--- src/include/oag_defs.svh ---
/*
  Constants of the operand address generator: prebyte codes, opcode groups and common values.
  Assumes inclusion by bare name from the design file.
*/
`ifndef OAG_DEFS_SVH
`define OAG_DEFS_SVH

// Prebyte codes.
`define OAG_PRE_Y 8'h90
`define OAG_PRE_IYI 8'h91
`define OAG_PRE_IND 8'h92

// Addressing group held in the opcode high nibble.
`define OAG_GRP_BITREL 4'h0
`define OAG_GRP_BIT 4'h1
`define OAG_GRP_REL 4'h2
`define OAG_GRP_RMW_DIR 4'h3
`define OAG_GRP_RMW_IDX 4'h6
`define OAG_GRP_RMW_IDX0 4'h7
`define OAG_GRP_IMM 4'hA
`define OAG_GRP_DIR_S 4'hB
`define OAG_GRP_DIR_L 4'hC
`define OAG_GRP_IDX_L 4'hD
`define OAG_GRP_IDX_S 4'hE
`define OAG_GRP_IDX_0 4'hF

// Common values.
`define OAG_ZERO_BYTE 8'h00
`define OAG_ZERO_WORD 16'h0000
`define OAG_ONE_WORD 16'h0001

`endif

--- src/include/oag_pkg.sv ---
/*
  Types of the operand address generator: modes, sequencer states and the result record.
  Assumes no other package.
*/
package oag_pkg;

  typedef enum logic [4:0] {
    M_INH, M_IMM, M_DIR_S, M_DIR_L, M_IDX_0, M_IDX_S, M_IDX_L,
    M_IND_S, M_IND_L, M_IIDX_S, M_IIDX_L, M_REL, M_REL_IND,
    M_BIT, M_BIT_IND, M_BITREL, M_BITREL_IND
  } mode_t;

  typedef enum logic [2:0] {
    S_IDLE, S_OPC, S_OPND, S_PTR, S_CALC
  } state_t;

  typedef struct packed {
    logic [7:0] opcode;
    logic [7:0] prebyte;
    mode_t mode;
    logic use_y;
    logic [7:0] operand;
    logic [15:0] ea;
    logic [15:0] target;
    logic [15:0] next_pc;
  } result_t;

endpackage

--- src/rtl/operand_address_generator.sv ---
/*
  Operand address generator: fetches prebyte, opcode, operand bytes and pointers, then forms the
  effective operand address and branch target of one instruction.
  Assumes a byte-wide read port that answers each held request with a one-cycle ack.
*/
// Summary of operation
// RULE1: Inherent opcodes decode from one byte, no operand bytes fetched.
// RULE2: Immediate takes the byte after the opcode as the operand value.
// RULE3: Short direct uses one address byte, page zero only.
// RULE4: Long direct forms a 16-bit address from two following bytes.
// RULE5: Indexed address is unsigned sum of X or Y and the offset.
// RULE6: No-offset indexed uses the index register alone, no operand byte.
// RULE7: Short indexed adds byte offset to index without truncation, up to 1FE.
// RULE8: Long indexed adds a 16-bit offset to the index register.
// RULE9: Indirect fetches a pointer named by the byte after the opcode.
// RULE10: Short indirect reads a one-byte page-zero pointer as address.
// RULE11: Long indirect reads a 16-bit pointer from page zero.
// RULE12: Relative adds a signed byte to the PC of the next instruction.
// RULE13: Read-modify-write opcodes only have short forms: page-zero direct, byte-offset and no-offset indexed.
// RULE14: Indirect indexed adds X or Y to a fetched pointer.
// RULE15: Prebyte 90 turns X forms of the eligible modes into Y forms.
// RULE16: Prebyte 92 turns direct, relative, bit and X offset-indexed forms into indirect forms.
// RULE17: Prebyte 91 turns X indirect indexed into Y indirect indexed.
// RULE18: Words are high byte at lower address, low byte next.
// RULE19: PC advances by the prebyte if any, the opcode, plus exactly the operand bytes of the mode.
`timescale 1ns/10ps
`include "oag_defs.svh"

module operand_address_generator
(
  // Clock and reset
  input wire logic sys_clk,
  input wire logic resetn,
  // Instruction request
  input wire logic start,
  input wire logic [15:0] pc_in,
  input wire logic [7:0] x_idx,
  input wire logic [7:0] y_idx,
  output logic busy_r,
  // Memory read port
  output logic mem_req_r,
  output logic [15:0] mem_addr_r,
  input wire logic [7:0] mem_rdata,
  input wire logic mem_ack,
  // Result
  output logic done_r,
  output oag_pkg::result_t res_r
);
  import oag_pkg::*;

  function automatic mode_t decode_mode(input logic [7:0] op, input logic [7:0] pre);
    mode_t m;
    logic ind;
    m = M_INH;
    // RULE16 indirect prebyte select
    ind = (pre == `OAG_PRE_IND) || (pre == `OAG_PRE_IYI);
    case (op[7:4])
      `OAG_GRP_BITREL: m = ind ? M_BITREL_IND : M_BITREL;
      `OAG_GRP_BIT: m = ind ? M_BIT_IND : M_BIT;
      `OAG_GRP_REL: m = ind ? M_REL_IND : M_REL;
      `OAG_GRP_RMW_DIR: m = ind ? M_IND_S : M_DIR_S;
      `OAG_GRP_RMW_IDX: m = ind ? M_IIDX_S : M_IDX_S;
      `OAG_GRP_RMW_IDX0: m = M_IDX_0;
      `OAG_GRP_IMM: m = M_IMM;
      `OAG_GRP_DIR_S: m = ind ? M_IND_S : M_DIR_S;
      `OAG_GRP_DIR_L: m = ind ? M_IND_L : M_DIR_L;
      `OAG_GRP_IDX_L: m = ind ? M_IIDX_L : M_IDX_L;
      `OAG_GRP_IDX_S: m = ind ? M_IIDX_S : M_IDX_S;
      `OAG_GRP_IDX_0: m = M_IDX_0;
      default: m = M_INH;
    endcase
    return m;
  endfunction

  function automatic logic pick_y(input mode_t m, input logic [7:0] pre);
    case (m)
      // RULE15 plain Y forms
      M_INH, M_IMM, M_DIR_S, M_DIR_L, M_IDX_0, M_IDX_S, M_IDX_L: return (pre == `OAG_PRE_Y);
      // RULE17 Y indirect indexed
      M_IIDX_S, M_IIDX_L: return (pre == `OAG_PRE_IYI);
      default: return 1'b0;
    endcase
  endfunction

  function automatic logic [1:0] opnd_count(input mode_t m);
    case (m)
      M_INH, M_IDX_0: return 2'h0;
      M_DIR_L, M_IDX_L, M_BITREL, M_BITREL_IND: return 2'h2;
      default: return 2'h1;
    endcase
  endfunction

  function automatic logic [1:0] ptr_count(input mode_t m);
    case (m)
      M_IND_L, M_IIDX_L: return 2'h2;
      M_IND_S, M_IIDX_S, M_REL_IND, M_BIT_IND, M_BITREL_IND: return 2'h1;
      default: return 2'h0;
    endcase
  endfunction

  function automatic logic [15:0] word(input logic [7:0] hi, input logic [7:0] lo);
    return {hi, lo};
  endfunction

  function automatic logic [15:0] rel_target(input logic [15:0] pc, input logic [7:0] d);
    return pc + {{8{d[7]}}, d};
  endfunction

  state_t st_r, st_nxt;
  mode_t mode_r, mode_nxt;
  logic [15:0] pc_r, pc_nxt;
  logic [7:0] pre_r, pre_nxt;
  logic [7:0] op_r, op_nxt;
  logic [7:0] b0_r, b0_nxt, b1_r, b1_nxt;
  logic [7:0] p0_r, p0_nxt, p1_r, p1_nxt;
  logic [1:0] cnt_r, cnt_nxt;
  logic busy_nxt, req_nxt, done_nxt;
  logic [15:0] addr_nxt;
  result_t res_nxt;
  logic [15:0] idx_w;

  always_comb
  begin
    st_nxt = st_r;
    mode_nxt = mode_r;
    pc_nxt = pc_r;
    pre_nxt = pre_r;
    op_nxt = op_r;
    b0_nxt = b0_r;
    b1_nxt = b1_r;
    p0_nxt = p0_r;
    p1_nxt = p1_r;
    cnt_nxt = cnt_r;
    busy_nxt = busy_r;
    req_nxt = mem_req_r;
    addr_nxt = mem_addr_r;
    done_nxt = 1'b0;
    res_nxt = res_r;
    // RULE5 index select
    idx_w = {`OAG_ZERO_BYTE, (res_r.use_y ? y_idx : x_idx)};
    case (st_r)
      S_IDLE:
      begin
        if (start)
        begin
          pc_nxt = pc_in;
          addr_nxt = pc_in;
          req_nxt = 1'b1;
          busy_nxt = 1'b1;
          pre_nxt = `OAG_ZERO_BYTE;
          st_nxt = S_OPC;
        end
      end
      S_OPC:
      begin
        if (mem_ack)
        begin
          // RULE19 one step per fetched byte
          pc_nxt = pc_r + `OAG_ONE_WORD;
          cnt_nxt = 2'h0;
          // RULE15 prebytes are taken once, then the opcode follows
          if ((pre_r == `OAG_ZERO_BYTE) && ((mem_rdata == `OAG_PRE_Y) || (mem_rdata == `OAG_PRE_IYI) ||
              (mem_rdata == `OAG_PRE_IND)))
          begin
            pre_nxt = mem_rdata;
            addr_nxt = pc_r + `OAG_ONE_WORD;
          end
          else
          begin
            op_nxt = mem_rdata;
            mode_nxt = decode_mode(mem_rdata, pre_r);
            res_nxt.use_y = pick_y(decode_mode(mem_rdata, pre_r), pre_r);
            // RULE1 modes with no operand bytes go straight to the result
            if (opnd_count(decode_mode(mem_rdata, pre_r)) == 2'h0)
            begin
              req_nxt = 1'b0;
              st_nxt = S_CALC;
            end
            else
            begin
              addr_nxt = pc_r + `OAG_ONE_WORD;
              st_nxt = S_OPND;
            end
          end
        end
      end
      S_OPND:
      begin
        if (mem_ack)
        begin
          // RULE19 advance by operand byte
          pc_nxt = pc_r + `OAG_ONE_WORD;
          if (cnt_r == 2'h0)
            b0_nxt = mem_rdata;
          else
            b1_nxt = mem_rdata;
          if ((cnt_r + 2'h1) == opnd_count(mode_r))
          begin
            cnt_nxt = 2'h0;
            // RULE9 pointer location is the first operand byte, in page zero
            if (ptr_count(mode_r) != 2'h0)
            begin
              addr_nxt = word(`OAG_ZERO_BYTE, (cnt_r == 2'h0) ? mem_rdata : b0_r);
              st_nxt = S_PTR;
            end
            else
            begin
              req_nxt = 1'b0;
              st_nxt = S_CALC;
            end
          end
          else
          begin
            addr_nxt = pc_r + `OAG_ONE_WORD;
            cnt_nxt = cnt_r + 2'h1;
          end
        end
      end
      S_PTR:
      begin
        if (mem_ack)
        begin
          if (cnt_r == 2'h0)
            p0_nxt = mem_rdata;
          else
            p1_nxt = mem_rdata;
          if ((cnt_r + 2'h1) == ptr_count(mode_r))
          begin
            req_nxt = 1'b0;
            st_nxt = S_CALC;
          end
          else
          begin
            // RULE18 low byte of a word sits at the next location
            addr_nxt = mem_addr_r + `OAG_ONE_WORD;
            cnt_nxt = cnt_r + 2'h1;
          end
        end
      end
      S_CALC:
      begin
        res_nxt.opcode = op_r;
        res_nxt.prebyte = pre_r;
        res_nxt.mode = mode_r;
        res_nxt.next_pc = pc_r;
        res_nxt.operand = `OAG_ZERO_BYTE;
        res_nxt.ea = `OAG_ZERO_WORD;
        res_nxt.target = pc_r;
        case (mode_r)
          // RULE2 operand value, no address
          M_IMM: res_nxt.operand = b0_r;
          // RULE3 page-zero direct
          M_DIR_S, M_BIT: res_nxt.ea = word(`OAG_ZERO_BYTE, b0_r);
          // RULE4 full-space direct
          M_DIR_L: res_nxt.ea = word(b0_r, b1_r);
          // RULE6 index alone
          M_IDX_0: res_nxt.ea = idx_w;
          // RULE7 nine-bit sum kept whole
          M_IDX_S: res_nxt.ea = idx_w + {`OAG_ZERO_BYTE, b0_r};
          // RULE8 word offset plus index
          M_IDX_L: res_nxt.ea = word(b0_r, b1_r) + idx_w;
          // RULE10 byte pointer
          M_IND_S, M_BIT_IND: res_nxt.ea = word(`OAG_ZERO_BYTE, p0_r);
          // RULE11 word pointer
          M_IND_L: res_nxt.ea = word(p0_r, p1_r);
          // RULE14 pointer plus index
          M_IIDX_S: res_nxt.ea = idx_w + {`OAG_ZERO_BYTE, p0_r};
          M_IIDX_L: res_nxt.ea = word(p0_r, p1_r) + idx_w;
          // RULE12 displacement from following instruction
          M_REL: res_nxt.target = rel_target(pc_r, b0_r);
          M_REL_IND: res_nxt.target = rel_target(pc_r, p0_r);
          // RULE13 bit test and branch stays in page zero
          M_BITREL:
          begin
            res_nxt.ea = word(`OAG_ZERO_BYTE, b0_r);
            res_nxt.target = rel_target(pc_r, b1_r);
          end
          M_BITREL_IND:
          begin
            res_nxt.ea = word(`OAG_ZERO_BYTE, p0_r);
            res_nxt.target = rel_target(pc_r, b1_r);
          end
          default: res_nxt.ea = `OAG_ZERO_WORD;
        endcase
        done_nxt = 1'b1;
        busy_nxt = 1'b0;
        st_nxt = S_IDLE;
      end
      default:
      begin
        req_nxt = 1'b0;
        busy_nxt = 1'b0;
        st_nxt = S_IDLE;
      end
    endcase
  end

  // The index registers are sampled in the result cycle so a late update still counts.
  always_ff @(posedge sys_clk or negedge resetn)
  begin
    if (!resetn)
    begin
      st_r <= S_IDLE;
      mode_r <= M_INH;
      pc_r <= `OAG_ZERO_WORD;
      pre_r <= `OAG_ZERO_BYTE;
      op_r <= `OAG_ZERO_BYTE;
      b0_r <= `OAG_ZERO_BYTE;
      b1_r <= `OAG_ZERO_BYTE;
      p0_r <= `OAG_ZERO_BYTE;
      p1_r <= `OAG_ZERO_BYTE;
      cnt_r <= 2'h0;
      busy_r <= 1'b0;
      mem_req_r <= 1'b0;
      mem_addr_r <= `OAG_ZERO_WORD;
      done_r <= 1'b0;
      res_r <= '0;
    end
    else
    begin
      st_r <= st_nxt;
      mode_r <= mode_nxt;
      pc_r <= pc_nxt;
      pre_r <= pre_nxt;
      op_r <= op_nxt;
      b0_r <= b0_nxt;
      b1_r <= b1_nxt;
      p0_r <= p0_nxt;
      p1_r <= p1_nxt;
      cnt_r <= cnt_nxt;
      busy_r <= busy_nxt;
      mem_req_r <= req_nxt;
      mem_addr_r <= addr_nxt;
      done_r <= done_nxt;
      res_r <= res_nxt;
    end
  end

endmodule

--- config.mk ---
export PLATFORM = sky130hd
export DESIGN_NAME = operand_address_generator
export DESIGN_NICKNAME = d
export VERILOG_FILES = /design/src/include/oag_pkg.sv /design/src/rtl/operand_address_generator.sv
export VERILOG_INCLUDE_DIRS = /design/src /design/src/include
export SDC_FILE = /design/constraint.sdc
export NUM_CORES = 1
export LEC_CHECK = 0
export BUFFER_PORTS_ARGS = -buffer_cell sky130_fd_sc_hd__buf_2
export CAP_MARGIN = 5
export CELL_PAD_IN_SITES_DETAIL_PLACEMENT = 1
export CELL_PAD_IN_SITES_GLOBAL_PLACEMENT = 2
export CORE_MARGIN = 2
export CORE_UTILIZATION = 39
export DETAILED_ROUTE_END_ITERATION = 6
export HOLD_SLACK_MARGIN = 0.12
export PLACE_DENSITY = 0.87
export SLEW_MARGIN = 20
export SYNTH_ARGS = -nofsm -noshare
export SYNTH_HDL_FRONTEND = slang
export SYNTH_SLANG_ARGS = --single-unit
--- constraint.sdc ---
create_clock -name sys_clk -period 11.7 [get_ports sys_clk]
set_clock_uncertainty 0.15 [all_clocks]
set_input_delay 0.585 -clock sys_clk [delete_from_list [all_inputs] [get_ports sys_clk]]
set_output_delay 0.585 -clock sys_clk [all_outputs]
set_load 0.02 [all_outputs]
==> Word level (Yosys, flattened, before mapping) <==
Cells that the tools add are included.
{ "totals": {"ff_bits": 171, "in_bits": 44, "out_inout_bits": 97, "word_cells": 217} }
{ "op_classes": {"n_addsub": 10, "n_eq_ne": 63, "n_mux": 74, "n_bitwise": 4, "n_reduce_logical": 44} }
{ "ops": {"columns": ["op", "count"], "rows": [
  ["16-bit 2-to-1 mux", 10],
  ["16-bit case mux with 9 select lines", 1],
  ["16-bit case mux with 4 select lines", 1],
  ["5-bit by 4-bit == test with 1-bit output (second input constant)", 11],
  ["16-bit adder", 3],
  ["8-bit == test (second input constant)", 6],
  ["8-bit 2-to-1 mux", 6],
  ["16-bit case mux with 3 select lines", 1],
  ["5-bit case mux with 9 select lines", 1],
  ["5-bit by 3-bit == test with 1-bit output (second input constant)", 7],
  ["3-bit 2-to-1 mux", 11],
  ["16-bit by 1-bit adder with 16-bit output (second input constant)", 2],
  ["16-bit by 8-bit adder with 16-bit output", 2],
  ["2-bit 2-to-1 mux", 16],
  ["16-bit case mux with 2 select lines", 1],
  ["4-bit == test (second input constant)", 6],
  ["2-bit inequality test (second input constant)", 11],
  ["5-bit by 2-bit == test with 1-bit output (second input constant)", 4],
  ["5-bit 2-to-1 mux", 4],
  ["8-bit by 8-bit adder with 9-bit output", 2],
  ["2-bit OR reduction", 9],
  ["8-bit case mux with 2 select lines", 1],
  ["3-bit AND reduction", 5],
  ["4-bit 2-to-1 mux", 3],
  ["39 further kinds", 71]
]} }

==> Depth between registers and ports, before layout <==
{ "logic_depth": {"ltp_word": 18, "depth_mapped": 16, "mapped_depth_nobuf": 14} }

==> Least setup slack after synthesis <==
OpenSTA, ideal clock, no wires.
{ "synth_path": {"path_kind": "reg2reg", "startpoint": "register mode_r[3]", "endpoint": "register res_r[46] (netlist bit)", "setup_time_ns": 0.090, "arrival_time_ns": 3.551, "required_time_ns": 11.460, "slack_ns": 7.908, "stages_incl_launch_ff": 16, "path_buffers": 3, "synth_period_minus_slack_ns": 3.792, "cell_sequence": "dfrtp_1 > buf_6 > nor3b_4 > nand2_1 > buf_2 > buf_1 > mux2_2 > ha_1 > fa_1 > a21o_1 > a211oi_1 > o21bai_1 > nand3_1 > nor3b_2 > xor2_1 > o221ai_1"} }
{ "synth_between": {"elab_chain_cells": 3, "elab_cells_between_ends": 16, "classes_between": "13 x eq/ne; 1 x mux; 2 x reduce/logical"} }
{ "synth_rtl": {"columns": ["element", "line", "text"], "rows": [
  ["start: declaration", "operand_address_generator.sv:110", "mode_t mode_r, mode_nxt;"],
  ["start signal: assignment", "operand_address_generator.sv:322", "mode_r <= mode_nxt;"],
  ["5-bit == test, or another cell as far along", "operand_address_generator.sv:249", "case (mode_r)"],
  ["3-bit OR reduction (no line)", null, null],
  ["16-bit case mux with 9 select lines *", "operand_address_generator.sv:249", null],
  ["end signal: assignment", "operand_address_generator.sv:335", "res_r <= res_nxt;"],
  ["end: declaration", "operand_address_generator.sv:47", "output oag_pkg::result_t res_r"]
]} }
Mark *: on every way between the ends. The rest lies on a longest branch, timed or not.
A chain may end at the register's enable or synchronous reset.

==> Final worst setup path <==
Ends and elaborated chain as after synthesis.

==> results.sh <==
export IMPL_status="complete, no violations"
export IMPL_hold_violations=0
export IMPL_final_area_um2=12530
export IMPL_synthFlopType="dfrtp_1"
export IMPL_tns_ns=0
export IMPL_total_power_mw=3.888
export IMPL_cts_sinks=171
export IMPL_pin_count=141
export IMPL_routabilityCongestion=0.8843
export IMPL_cts_tree="built"
export IMPL_worstPathArrival_ns=4.99
export IMPL_drv_slew=0
export IMPL_final_common_cell="nand2_1"
export IMPL_dpl_cell_area_um2=11920
export IMPL_period_share=0.4101
export IMPL_crit_chain="nor3b_4 -> nand2_1 -> mux2_2 -> ha_1 -> fa_1 -> a21o_1 -> a211oi_1 -> o21bai_1 -> nand3_1 -> nor3b_2 -> xor2_1 -> o221ai_1"
export IMPL_rsz0062_at_grt="false"
export IMPL_clock_tree_htree_level_count=4
export IMPL_syn_to_final_growth_pct=14.13
export IMPL_fin_crit_ns=4.798
export IMPL_maxCapViolations=0
export IMPL_fmax_ghz=0.2084
export IMPL_row_count=61
export IMPL_seq_area_frac_synth=0.3897
export IMPL_dp_hpwl_um=25620
export IMPL_start_util=0.3953
export IMPL_drt_vias_per_instance=5.787
export IMPL_drive_gt1_frac=0.2091
export IMPL_yosys_warnings=0
export IMPL_vdd_drop_max_uv=127.5
export IMPL_antenna_found_initial=0
export IMPL_die_w_um=171.8
export IMPL_synth_edf_count=0
export IMPL_overflow=0
export IMPL_finalNonFillerCells=1722
export IMPL_dp_cells=1690
export IMPL_port_buffers=140
export IMPL_finalSetupViolations=0
export IMPL_dr_first_iter_drc_count=795
export IMPL_synthArstFlopShare=1.000
export IMPL_nNetsFinal=1413
export IMPL_hold_class="in2reg"
export IMPL_slowest_stage="dfrtp_1"
export IMPL_n_antenna_cell=0
export IMPL_die_h_um=171.8
export IMPL_track_usage=0.2496
export IMPL_postCtsSetupBuffers=0
export IMPL_grt_pass1_wl_um=57240
export IMPL_ant_nets=0
export IMPL_root_buffer="clkbuf_16"
export IMPL_worst_pin_slew_ns=1.160
export IMPL_slew_headroom=0.2235
export IMPL_grt_pass1_vias=10072
export IMPL_avgSynthCellArea_um2=8.849
export IMPL_cp_end_kind="flop"
export IMPL_leakage_nw=5.829
export IMPL_worstSetupStartpointType="flop"
export IMPL_insertion_delay_ns=0.43
export IMPL_wire_per_inst_um=20.87
export IMPL_synth_nets=1322
export IMPL_ys_types=87
export IMPL_syn_inst=1241
export IMPL_numCtsBuffers=17
export IMPL_final_cell_mix="nand2_1, dfrtp_1, buf_2"
export IMPL_slowest_delay_ns=0.88
export IMPL_remaining_drc_errors=0
export IMPL_cellPowerDensity_nw_per_um2=310.2
export IMPL_synth_seq_cells=171
export IMPL_dieArea_um2=29520
export IMPL_crit_type="reg2reg"
export IMPL_fin_util=0.4511
export IMPL_critPathMaxFanout=25
export IMPL_netlist_area_um2=10980
export IMPL_clock_path_buffers=2
export IMPL_core_area_um2=27780
export IMPL_wl_um=35950
export IMPL_multi_input_comb_area_um2=6314
export IMPL_cp_required_ns=11.90
export IMPL_firstDrtPassIters=5
export IMPL_fillers=3328
export IMPL_via_count=9965
export IMPL_seq_area_um2=4279
export IMPL_clk_pin_slew_ns=0.07
export IMPL_grt_start_max_net_pins=62
## per-stage QoR
stage / hold slack (ns) / setup WS (ns)
floorplan: 0.1394 / 7.908
global placement: 0.2993 / 7.187
detailed placement: 0.3074 / 6.988
CTS: 0.2755 / 6.930
global route: 0.3039 / 6.565
finish: 0.2917 / 6.902
## power by group
group	total (mW)	internal (mW)	switching, mW
combinational	2.07	0.832	1.24
clock	0.603	0.344	0.259
sequential	1.21	0.839	0.373
total	3.89	2.02	1.87
## worst max-delay path: cells and delay by family (launching register included)
family                   cells  cell delay [ns]
AND/OR/NAND/NOR              4             1.32
AO/OA/AOI/OAI                4             1.03
flip-flops                   1             0.88
adder cells (fa/ha/maj)      2             0.64
multiplexers                 1             0.50
XOR/XNOR                     1             0.17
## flip-flops by register name, summed over array words and instances, names as in the netlist
signal	cells
busy_r	1
mem_req_r	1
cnt_r	2
mem_addr_r	16
b1_r	8
pc_r	16
st_r	3
p1_r	8
b0_r	8
p0_r	8
res_r	78
done_r	1
op_r	8
pre_r	8
mode_r	5
## synth_stat cells (9+ instances only)
cell | n | area (um^2)
nor2b_1 | 11 | 68.82
o22ai_1 | 15 | 93.84
ha_1 | 34 | 425.4
a221oi_1 | 10 | 87.58
xor2_1 | 24 | 210.2
a211oi_1 | 15 | 112.6
xnor2_1 | 31 | 271.5
buf_2 | 16 | 80.08
dfrtp_1 | 171 | 4279
a22o_1 | 11 | 96.34
nor3_1 | 21 | 105.1
a22oi_1 | 25 | 187.7
o221ai_1 | 11 | 96.34
a21oi_1 | 77 | 385.4
mux2_2 | 67 | 754.5
o21ai_0 | 47 | 235.2
nand3_1 | 34 | 170.2
clkbuf_1 | 53 | 198.9
nand4_1 | 11 | 68.82
and3_1 | 10 | 62.56
a222oi_1 | 9 | 90.09
a21o_1 | 15 | 112.6
nand2_1 | 235 | 882.1
a31oi_1 | 13 | 81.33
inv_1 | 16 | 60.06
nor2_1 | 79 | 296.5
o21ai_1 | 26 | 130.1
mux2i_1 | 18 | 180.2
## what timing repair did
item / 4_1_cts / 5_1_grt
endpoints found under the setup margin: 0 / 0
gates resized for setup: 0 / 0
hold buffers: 1 / 0
endpoints found under the hold margin: 57 / 0
## area by class of cell
| type | count | share of cell area |
|---|---|---|
| clock buffers | 19 | 0.03534 |
| clock inverters | 12 | 0.01288 |
| inverters | 19 | 0.005690 |
| multi-input cells | 972 | 0.5037 |
| flip-flops and latches | 171 | 0.3414 |
| well taps | 378 | 0.03774 |
| repair buffers | 151 | 0.06319 |
## final timing paths
kind                                       startpoint                    endpoint  slack, ns  cells past startpoint
worst max-delay path            mode_r[3]$_DFFE_PN0P_       res_r[46]$_DFFE_PN0P_       6.90                     12
worst min-delay path                         pc_in[0]         pc_r[0]$_DFFE_PN0P_       0.29                      3
worst max register to register  mode_r[3]$_DFFE_PN0P_       res_r[46]$_DFFE_PN0P_       6.90                     12
worst min register to register    op_r[2]$_DFFE_PN0P_       res_r[72]$_DFFE_PN0P_       0.31                      2
max in group asynchronous                      resetn       res_r[32]$_DFFE_PN0P_       8.98                      4
min in group asynchronous                      resetn  mem_addr_r[14]$_DFFE_PN0P_       0.52                      2
## cell families (layout without fill, tap and decap cells)
family / after synthesis / after routing / synth area share
adder cells (fa/ha/maj): 37 / 37 / 0.04421
AND/OR/NAND/NOR: 466 / 466 / 0.1980
XOR/XNOR: 56 / 56 / 0.04535
buffers and inverters: 98 / 201 / 0.03669
multiplexers: 87 / 87 / 0.08716
flip-flops: 171 / 171 / 0.3897
AO/OA/AOI/OAI: 326 / 326 / 0.1989
## routing by layer
metal / share of wire / global-route usage / wire length (um)
met5: 0 / 0 / 0
met4: 0.025 / 0.08148 / 889
met3: 0.043 / 0.03060 / 1543
met2: 0.46 / 0.3922 / 16410
met1: 0.48 / 0.3573 / 17100
Note: power is estimated with default switching activity, not from simulation.
